File: src/logic/pwm_defs.svh
`ifndef PWM_DEFS_SVH
`define PWM_DEFS_SVH

// ****************************************
// Sizes
// ****************************************
`define NUM_CH 4
`define MAX_RAILS 2
`define SEL_W 3
`define PERIOD_W 16
`define DUTY_W 16
`define DELAY_W 8
`define DUTY_FRAC_BITS 15

// ****************************************
// Sync source and sync output codes
// ****************************************
`define SRC_NONE 3'h0
`define SRC_EXT 3'h5
`define OUT_OFF 3'h0

// ****************************************
// Reset values
// ****************************************
`define SYNC_SEL_RST 3'h0
`define DELAY_RST 8'h00

`endif

File: src/logic/pwm_pkg.sv
`include "pwm_defs.svh"

package pwm_pkg;

  typedef logic [`SEL_W-1:0] sel_t;

  typedef struct packed {
    logic [`PERIOD_W-1:0] period;
    logic [`DUTY_W-1:0] duty;
    logic [`PERIOD_W-1:0] sample_time;
    logic [`DELAY_W-1:0] phase_trigger_delay;
  } engine_cfg_s;

  typedef struct packed {
    sel_t [`NUM_CH-1:0] src_sel;
    sel_t out_sel;
  } sync_cfg_s;

endpackage

File: src/logic/pulse_modulator_channel.sv
`include "pwm_defs.svh"

module pulse_modulator_channel import pwm_pkg::*; #(
  parameter int FRAC_BITS = `DUTY_FRAC_BITS
) (
  input wire logic clk_sys,
  input wire logic rst_n,
  input wire logic enable,
  input wire logic [`PERIOD_W-1:0] period,
  input wire logic [`DUTY_W-1:0] duty,
  input wire logic [`PERIOD_W-1:0] sample_time,
  input wire logic restart,
  output logic [`PERIOD_W-1:0] ramp_count,
  output logic [`PERIOD_W-1:0] threshold,
  output logic gate,
  output logic period_start,
  output logic sample_strobe
);

  // ****************************************
  // Threshold and ramp decode
  // ****************************************
  wire [`PERIOD_W+`DUTY_W-1:0] product = duty * period;
  wire [`PERIOD_W:0] scaled = product[FRAC_BITS +: `PERIOD_W + 1];
  wire [`PERIOD_W-1:0] next_threshold = (scaled > {1'b0, period}) ? period : scaled[`PERIOD_W-1:0];
  wire [`PERIOD_W:0] count_plus = {1'b0, ramp_count} + 17'h00001;
  wire at_end = count_plus >= {1'b0, period};
  wire [`PERIOD_W-1:0] next_ramp = (restart || at_end) ? '0 : count_plus[`PERIOD_W-1:0];
  wire sample_hit = (sample_time != '0) && (sample_time <= period) && (ramp_count == period - sample_time);

  // ****************************************
  // Ramp counter and gate
  // ****************************************
  always_ff @(posedge clk_sys or negedge rst_n) begin
    if (!rst_n) begin
      ramp_count <= '0;
      threshold <= '0;
      gate <= 1'b0;
      period_start <= 1'b0;
      sample_strobe <= 1'b0;
    end else if (!enable) begin
      ramp_count <= '0;
      threshold <= '0;
      gate <= 1'b0;
      period_start <= 1'b0;
      sample_strobe <= 1'b0;
    end else begin
      threshold <= next_threshold;
      ramp_count <= next_ramp;
      gate <= ramp_count < threshold;
      period_start <= restart || at_end;
      sample_strobe <= sample_hit;
    end
  end

endmodule

File: src/logic/synced_pwm_engine_array.sv
// Function
// - Threshold is duty word times configured period, shifted right by 15 bits and capped at the period.
// - Gate high while ramp below threshold.
// - Ramp reset source: none, engine, sync input.
// - Sync output source: off or one engine.
// - Selected sync event restarts the ramp counter.
// - External sync uses separate delay; others phase delay.
// - At most two rails, output channel equals sense.
// - Sync routing applied from vendor extension command.
// - Error sample strobe at programmed ramp point.
`include "pwm_defs.svh"

module synced_pwm_engine_array import pwm_pkg::*; (
  input wire logic clk_sys,
  input wire logic rst_n,
  input wire engine_cfg_s [`NUM_CH-1:0] engine_cfg,
  input wire logic [`NUM_CH-1:0] rail_enable,
  input wire logic [`DELAY_W-1:0] external_sync_delay_reg,
  input wire sync_cfg_s vendor_extension_command,
  input wire logic vendor_extension_valid,
  input wire logic sync_input_pin,
  output logic sync_output_pin,
  output logic [`NUM_CH-1:0] gate_out,
  output logic [`NUM_CH-1:0] error_sample_strobe,
  output logic [`NUM_CH-1:0] rail_active,
  output sync_cfg_s sync_cfg
);

  // ****************************************
  // Decoding helpers
  // ****************************************
  function automatic logic engine_pulse(input sel_t sel, input logic [`NUM_CH-1:0] starts);
    logic res;
    res = 1'b0;
    for (int k = 0; k < `NUM_CH; k++) begin
      if (sel == sel_t'(k + 1)) begin
        res = starts[k];
      end
    end
    return res;
  endfunction

  // ****************************************
  // Signals
  // ****************************************
  logic sync_meta;
  logic sync_stage;
  logic sync_prev;
  logic [`NUM_CH-1:0] period_start;
  logic [`NUM_CH-1:0] restart;
  logic [`NUM_CH-1:0] src_event;
  logic [`NUM_CH-1:0][`DELAY_W-1:0] dly_cnt;
  logic [`NUM_CH-1:0][`DELAY_W-1:0] dly_sel;
  logic [`NUM_CH-1:0][`PERIOD_W-1:0] ramp_count;
  logic [`NUM_CH-1:0][`PERIOD_W-1:0] threshold;
  logic [`NUM_CH-1:0] chan_gate;
  logic [`NUM_CH-1:0] allowed;
  wire sync_edge = sync_stage && !sync_prev;

  // ****************************************
  // Sync input capture
  // ****************************************
  always_ff @(posedge clk_sys or negedge rst_n) begin
    if (!rst_n) begin
      sync_meta <= 1'b0;
      sync_stage <= 1'b0;
      sync_prev <= 1'b0;
    end else begin
      sync_meta <= sync_input_pin;
      sync_stage <= sync_meta;
      sync_prev <= sync_stage;
    end
  end

  // ****************************************
  // Sync routing command
  // ****************************************
  always_ff @(posedge clk_sys or negedge rst_n) begin
    if (!rst_n) begin
      sync_cfg <= '{src_sel: {`NUM_CH{`SYNC_SEL_RST}}, out_sel: `OUT_OFF};
    end else if (vendor_extension_valid) begin
      sync_cfg <= vendor_extension_command;
    end
  end

  // ****************************************
  // Rail limit
  // ****************************************
  always_comb begin
    int used;
    used = 0;
    for (int i = 0; i < `NUM_CH; i++) begin
      allowed[i] = rail_enable[i] && (used < `MAX_RAILS);
      used = used + int'(rail_enable[i]);
    end
  end
  assign rail_active = allowed;

  // ****************************************
  // Engines with sync reset and delay
  // ****************************************
  for (genvar i = 0; i < `NUM_CH; i++) begin : g_ch
    wire sel_t sel = sync_cfg.src_sel[i];
    wire is_ext = sel == `SRC_EXT;
    wire self_sel = sel == sel_t'(i + 1);
    assign src_event[i] = is_ext ? sync_edge : (!self_sel && engine_pulse(sel, period_start));
    assign dly_sel[i] = is_ext ? external_sync_delay_reg : engine_cfg[i].phase_trigger_delay;
    assign restart[i] = (src_event[i] && dly_sel[i] == '0) || (dly_cnt[i] == `DELAY_W'(1));

    always_ff @(posedge clk_sys or negedge rst_n) begin
      if (!rst_n) begin
        dly_cnt[i] <= `DELAY_RST;
      end else if (src_event[i]) begin
        dly_cnt[i] <= dly_sel[i];
      end else if (dly_cnt[i] != '0) begin
        dly_cnt[i] <= dly_cnt[i] - `DELAY_W'(1);
      end
    end

    pulse_modulator_channel u_chan (
      .clk_sys(clk_sys),
      .rst_n(rst_n),
      .enable(allowed[i]),
      .period(engine_cfg[i].period),
      .duty(engine_cfg[i].duty),
      .sample_time(engine_cfg[i].sample_time),
      .restart(restart[i]),
      .ramp_count(ramp_count[i]),
      .threshold(threshold[i]),
      .gate(chan_gate[i]),
      .period_start(period_start[i]),
      .sample_strobe(error_sample_strobe[i])
    );
  end

  assign gate_out = chan_gate;

  // ****************************************
  // Sync output
  // ****************************************
  always_ff @(posedge clk_sys or negedge rst_n) begin
    if (!rst_n) begin
      sync_output_pin <= 1'b0;
    end else begin
      sync_output_pin <= engine_pulse(sync_cfg.out_sel, period_start);
    end
  end
endmodule

File: config.mk
export PLATFORM = sky130hd
export DESIGN_NAME = synced_pwm_engine_array
export DESIGN_NICKNAME = d
export VERILOG_FILES = /design/src/logic/pwm_pkg.sv /design/src/logic/pulse_modulator_channel.sv /design/src/logic/synced_pwm_engine_array.sv
export VERILOG_INCLUDE_DIRS = /design/src /design/src/logic
export SDC_FILE = /design/constraint.sdc
export NUM_CORES = 2
export LEC_CHECK = 0
export BUFFER_PORTS_ARGS = -buffer_cell sky130_fd_sc_hd__buf_2
export CELL_PAD_IN_SITES_DETAIL_PLACEMENT = 1
export CELL_PAD_IN_SITES_GLOBAL_PLACEMENT = 1
export CORE_MARGIN = 3
export CORE_UTILIZATION = 35
export CTS_CLUSTER_SIZE = 12
export DETAILED_ROUTE_END_ITERATION = 8
export PLACE_DENSITY = 0.71
export SLEW_MARGIN = 20
export SYNTH_ARGS = -nofsm -noshare
export SYNTH_HDL_FRONTEND = slang
export SYNTH_SLANG_ARGS = --single-unit
File: constraint.sdc
create_clock -name clk_sys -period 6.7 [get_ports clk_sys]
set_input_delay 0 -clock clk_sys [delete_from_list [all_inputs] [get_ports clk_sys]]
set_output_delay 0 -clock clk_sys [all_outputs]
set_load 0.02 [all_outputs]
[After elaboration in Yosys (flattened, before gate mapping)]
Index checks and enable logic that the tools add are counted.
Word-level totals
  register bits after elaboration: 191
  input bits: 255
  output and inout port bits: 28
  logic and storage cells: 215
Operators by class
  $add $sub $neg: 14
  multiply operators: 4
  order comparisons: 19
  equal/unequal tests: 32
  multiplexer cells: 64
  reduce and logical (&&, ||, !) cells: 49
Operator list (number)
  2-to-1 mux 16 bit: 16
  multiplier 16 x 16 -> 32 bit: 4
  2-to-1 mux 8 bit: 12
  adder 16 x 1 -> 17 bit (second input constant): 4
  >= comparator 17 x 16 -> 1 bit: 4
  greater-than comparator 17 x 16 -> 1 bit: 4
  == test 16 bit: 4
  less-or-equal comparator 16 bit: 4
  less-than comparator 16 bit: 4
  nonzero test 16 bit: 4
  subtractor 16 bit: 4
  2-to-1 mux 1 bit: 36
  == test 8 x 1 -> 1 bit (second input constant): 4
  zero test 8 bit: 4
  nonzero test 8 bit: 4
  subtractor 8 x 1 -> 8 bit (second input constant): 4
  == test 3 x 2 -> 1 bit (second input constant): 10
  == test 3 bit (second input constant): 9
  logical AND 1 bit: 20
  == test 3 x 1 -> 1 bit (second input constant): 5
  logical OR 1 bit: 8
  nonzero test 2 bit: 4
  zero test 1 bit: 5
  adder 2 x 1 -> 3 bit: 1
  4 further kinds: 4

[Depth between registers and ports, before layout]
  depth after elaboration: 12
  gate-level depth with buffers: 37
  gate-level depth less buffers: 34

[By module]
A second synthesis with hierarchy kept.
Second synthesis, totals
  cells, all modules: 5939
  area total of the unflattened synthesis: 51546.9 um2
By module, submodules not included
  pulse_modulator_channel (g_ch[2].u_chan): instances 1, cells each 1414, area each 12205.5 um2, seq. area each 875.8 um2
  pulse_modulator_channel (g_ch[0].u_chan): instances 1, cells each 1439, area each 12149.2 um2, seq. area each 875.8 um2
  pulse_modulator_channel (g_ch[3].u_chan): instances 1, cells each 1394, area each 12009.0 um2, seq. area each 875.8 um2
  pulse_modulator_channel (g_ch[1].u_chan): instances 1, cells each 1352, area each 11762.5 um2, seq. area each 875.8 um2
  synced_pwm_engine_array: instances 1, cells each 340, area each 3420.8 um2, seq. area each 1276.2 um2

[Worst setup path after synthesis]
OpenSTA, ideal clock, no wires.
  kind: input to register
  from: in engine_cfg[103] in the netlist's numbering
  to: reg g_ch[1].u_chan.threshold[0]
  setup time: 0.120 ns
  arrival: 7.470 ns
  required time: 6.580 ns
  slack: -0.890 ns
  stages on the path: 34
  path buffers: 3
  cells stage by stage: clkbuf_1 clkbuf_1 nand2_1 fa_1 inv_1 fa_1 inv_1 fa_1 inv_1 fa_1 fa_1 inv_1 fa_1 inv_1 ha_1 and3_1 and3_1 nand3_1 a211o_1 a211o_1 a211oi_1 nor2_1 xnor2_1 ha_1 nand2_1 nor4_1 a2111oi_0 o21ai_0 o221ai_1 nand2_1 mux2i_1 buf_2 nor2_1 a41o_1
Between the ends
  longest elaborated chain between the ends: 4
RTL lines
  start: declaration: line synced_pwm_engine_array.sv:16  | input wire engine_cfg_s [`NUM_CH-1:0] engine_cfg,
  multiplier 16 x 16 -> 32 bit: line pulse_modulator_channel.sv:23  | wire [`PERIOD_W+`DUTY_W-1:0] product = duty * period;
  greater-than comparator 17 x 16 -> 1 bit: line pulse_modulator_channel.sv:25  | wire [`PERIOD_W-1:0] next_threshold = (scaled > {1'b0, period}) ? period : scaled[`PERIOD_W-1:0];
  2-to-1 mux 16 bit (*): line pulse_modulator_channel.sv:25
  2-to-1 mux 16 bit (*): line pulse_modulator_channel.sv:41  | end else if (!enable) begin
  end signal: assignment: line pulse_modulator_channel.sv:48  | threshold <= next_threshold;
  end: declaration: line pulse_modulator_channel.sv:14  | output logic [`PERIOD_W-1:0] threshold,
Mark *: on every way between the ends. The rest lies on a longest branch, timed or not.
A chain may end at the register's enable or synchronous reset.

[Final worst setup path]
  from: in engine_cfg[86] in the netlist's numbering
  to: reg g_ch[1].u_chan.threshold[15]
Between the ends
  longest elaborated chain between the ends: 4
RTL lines (line)
  multiplier 16 x 16 -> 32 bit (*): pulse_modulator_channel.sv:23
  greater-than comparator 17 x 16 -> 1 bit: pulse_modulator_channel.sv:25
  2-to-1 mux 16 bit (*): pulse_modulator_channel.sv:25
  2-to-1 mux 16 bit (*): pulse_modulator_channel.sv:41
Marked as above.

==> flow_metrics.tcl <==
set metrics [dict create \
    status "complete, but fails checks" \
    violations "setup timing" \
    worst_ep_required_time_ns 7.12 \
    fillCellCount 16490 \
    ios 283 \
    path_clk_slew_ns 0.09 \
    synth_cells 5707 \
    worstPathBufferInverterCount 7 \
    route.vias.total 42430 \
    hp-start "external_sync_delay_reg[0]" \
    max_freq_mhz 142.7 \
    vias_per_cell 5.034 \
    fp.dieW_um 383.5 \
    ys.flop_type "dfrtp_1" \
    cpPeakStageDelay_ns 0.59 \
    dieArea_um2 147100 \
    drv_slew 0 \
    overflow 0 \
    drt_first_pass_iters 5 \
    grt_pass1_vias 48750 \
    gp_routability_congestion 0.8942 \
    cp_max_fo 5 \
    r2r_end "g_ch[0].u_chan.ramp_count[11]$_DFF_PN0_" \
    rsz0062_at_grt "true" \
    coreArea_um2 140600 \
    grt_pass1_wl_mm 265.5 \
    final_cell_mix "inv_1 (1,114), fa_1 (757), nand2_1 (669), ha_1 (649), buf_4 (573)" \
    finalSetupViolCount 33 \
    clock_sinks 191 \
    synth_top_area_cell "fa_1" \
    final-hold-violation-count 0 \
    setup_ws_ns -0.3099 \
    cp_top_family "adder cells" \
    antenna_found_initial 6 \
    rr_startpoint "g_ch[0].u_chan.ramp_count[0]$_DFF_PN0_" \
    fin_skew_ns 0.02659 \
    fp-row-count 137 \
    synth.avg_cell_area_um2 8.740 \
    holdPathEnd "dly_cnt[8]$_DFFE_PN0P_" \
    ant_nets 0 \
    drc 0 \
    first_iter_violations 2032 \
    whs_path_depth 3 \
    insertion_delay_ns 0.51 \
    synthDistinctLibCells 79 \
    synth_edf_count 0 \
    synth_seq_cells 191 \
    stdcell_area_um2 61280 \
    ys_seq_area_share_pct 9.582 \
    cts_root_buf "clkbuf_16" \
    syn_to_final_growth_pct 22.85 \
    maxSlewHeadroom_pct 38.67 \
    reg2reg_slack_ns 2.04 \
    cts_buffer_depth 2 \
    stdcell_count 8428 \
    grt_max_degree 92 \
    yosysWarnings 0 \
    crit_top_cell "fa_1" \
    end_kind "flop" \
    dp_cells 8206 \
    whs_ns 0.02947 \
    wire_per_inst_um 19.73 \
    htreeDepth 4 \
    maxCapViolCount 0 \
    fin_crit_ns 7.010 \
    criticalPathCategory "input port to flop" \
    nNetsFinal 8237 \
    syn-num-nets 7407 \
    cts_tree "done" \
    synth_top_area_share_pct 31.15 \
    async_reset_ff_share_pct 100.0 \
    worstHoldPathType "input port to flop" \
    netlist_area_um2 49880 \
    mostFrequentLayoutCell "inv_1" \
    ys_top_cells_by_area "fa_1 (31%), ha_1 (17%), dfrtp_1 (9.6%), inv_1 (8.6%), and2_1 (6.0%)" \
    start_kind "input port" \
    port_buffers 282 \
    grtUsageTotal_pct 22.78 \
    final_layout_size_suffix_gt1_share_pct 18.81 \
    critical_path.slowest_cell "fa_1" \
    wl_mm 166.3 \
    placed_area_um2 57270 \
    tightest_slew_ns 0.9129 \
    hpwl_mm 137.9 \
    fin_crit_sh_pct 104.6 \
    die_height_um 383.5 \
    crit_arrival_ns 7.43 \
    reg2regPathDepth 15 \
    cts_buffers 17 \
    initial_utilization_pct 35.49 \
]
## stage by stage
| stage | util (%) | TNS (ns) | worst slack [ns] |
|---|---|---|---|
| global route | 43.59 | -21.27 | -0.5866 |
| global placement | 40.74 | -41.21 | -0.9721 |
| CTS | 42.71 | -3.361 | -0.2504 |
| floorplan | - | -6.491 | -0.3826 |
| finish | 43.59 | -5.322 | -0.3099 |
| detailed placement | 40.75 | -52.12 | -1.048 |
## cells by family after synthesis
| logic type | count (synthesis) | share of synthesized area, % |
|---|---|---|
| XOR/XNOR | 247 | 4.337 |
| buffers and inverters | 1341 | 10.23 |
| adder cells (fa/ha/maj) | 1445 | 47.93 |
| flip-flops | 191 | 9.582 |
| AO/OA/AOI/OAI | 596 | 7.842 |
| multiplexers | 102 | 2.132 |
| AND/OR/NAND/NOR | 1785 | 17.95 |
## synth_stat cells, drive strengths merged, types with 12 or more instances
cell type     n
inv        1144
fa          776
nand2       683
ha          669
and2        476
dfrtp       191
clkbuf      176
xnor2       164
a21oi       143
nor2        135
nand3       126
o21ai       126
nor2b       103
a21o        102
xor2         83
mux2i        78
nand4        63
nor3         47
nor4         42
o21a         42
and3         36
a211oi       34
a31oi        30
nand2b       26
mux2         24
buf          21
o211ai       16
or3          15
o21bai       12
## area by class of cell
class	count	area, um^2	area share [%]
Multi-Input combinational cell	4176	41310	67.42
Timing Repair Buffer	1007	7906	12.90
Sequential cell	191	4780	7.800
Inverter	1144	4294	7.008
Tap cell	1876	2347	3.831
Clock buffer	17	425.4	0.6943
Clock inverter	15	205.2	0.3349
Antenna cell	2	5.005	0.008168
## registers in the layout, indices dropped and copies added, names as in the netlist
name / flops
g_ch.u_chan.period_start: 4
sync_meta: 1
g_ch.sel: 12
sync_prev: 1
g_ch.u_chan.ramp_count: 64
sync_cfg: 3
g_ch.u_chan.threshold: 64
dly_cnt: 32
sync_stage: 1
g_ch.u_chan.gate: 4
g_ch.u_chan.sample_strobe: 4
sync_output_pin: 1
## worst register-to-register path: stages, from the launching register on
cell and delay [ns]:
dfrtp_1 0.53, ha_1 0.27, and3_1 0.29, nand2_1 0.10, nor2_1 0.24, nand3_1 0.14
xnor2_1 0.23, ha_1 0.28, a21o_1 0.27, a32o_1 0.34, nor4_1 0.45, buf_4 0.25
o31ai_2 0.17, a31oi_1 0.22, nand3_1 0.50, nor2b_1 0.30
## worst max path at each step
stage                    startpoint                                      to  slack [ns]  depth (start not counted)
floorplan           engine_cfg[101]   g_ch[1].u_chan.threshold[0]$_DFF_PN0_       -0.38                         32
global route        engine_cfg[103]  g_ch[1].u_chan.threshold[12]$_DFF_PN0_       -0.59                         33
global placement     engine_cfg[85]   g_ch[1].u_chan.threshold[0]$_DFF_PN0_       -0.97                         32
finish               engine_cfg[86]  g_ch[1].u_chan.threshold[15]$_DFF_PN0_       -0.31                         33
detailed placement   engine_cfg[85]   g_ch[1].u_chan.threshold[0]$_DFF_PN0_       -1.05                         32
CTS                 engine_cfg[100]   g_ch[1].u_chan.threshold[5]$_DFF_PN0_       -0.25                         34
## metal layers
metal / vias to the layer above / GRT usage, % / share of wire [%]
met5: - / 0 / 0.0078
met2: 813 / 40.41 / 50
met4: 2 / 5.425 / 2.0
met1: 21790 / 29.45 / 44
li1: 19630 / - / -
met3: 189 / 2.730 / 3.8
## what timing repair did
item | in CTS | in global routing
pin swaps | 64 | 110
gates resized for setup | 186 | 260
cloned | 4 | 1
hold buffers | 109 | 3
endpoints found under the setup margin | 64 | 64
buffers inserted | 41 | 37
endpoints found under the hold margin | 152 | 3
Power is not shown: default switching activity piles up to over one toggle a cycle in this logic, so the estimate is an artifact.
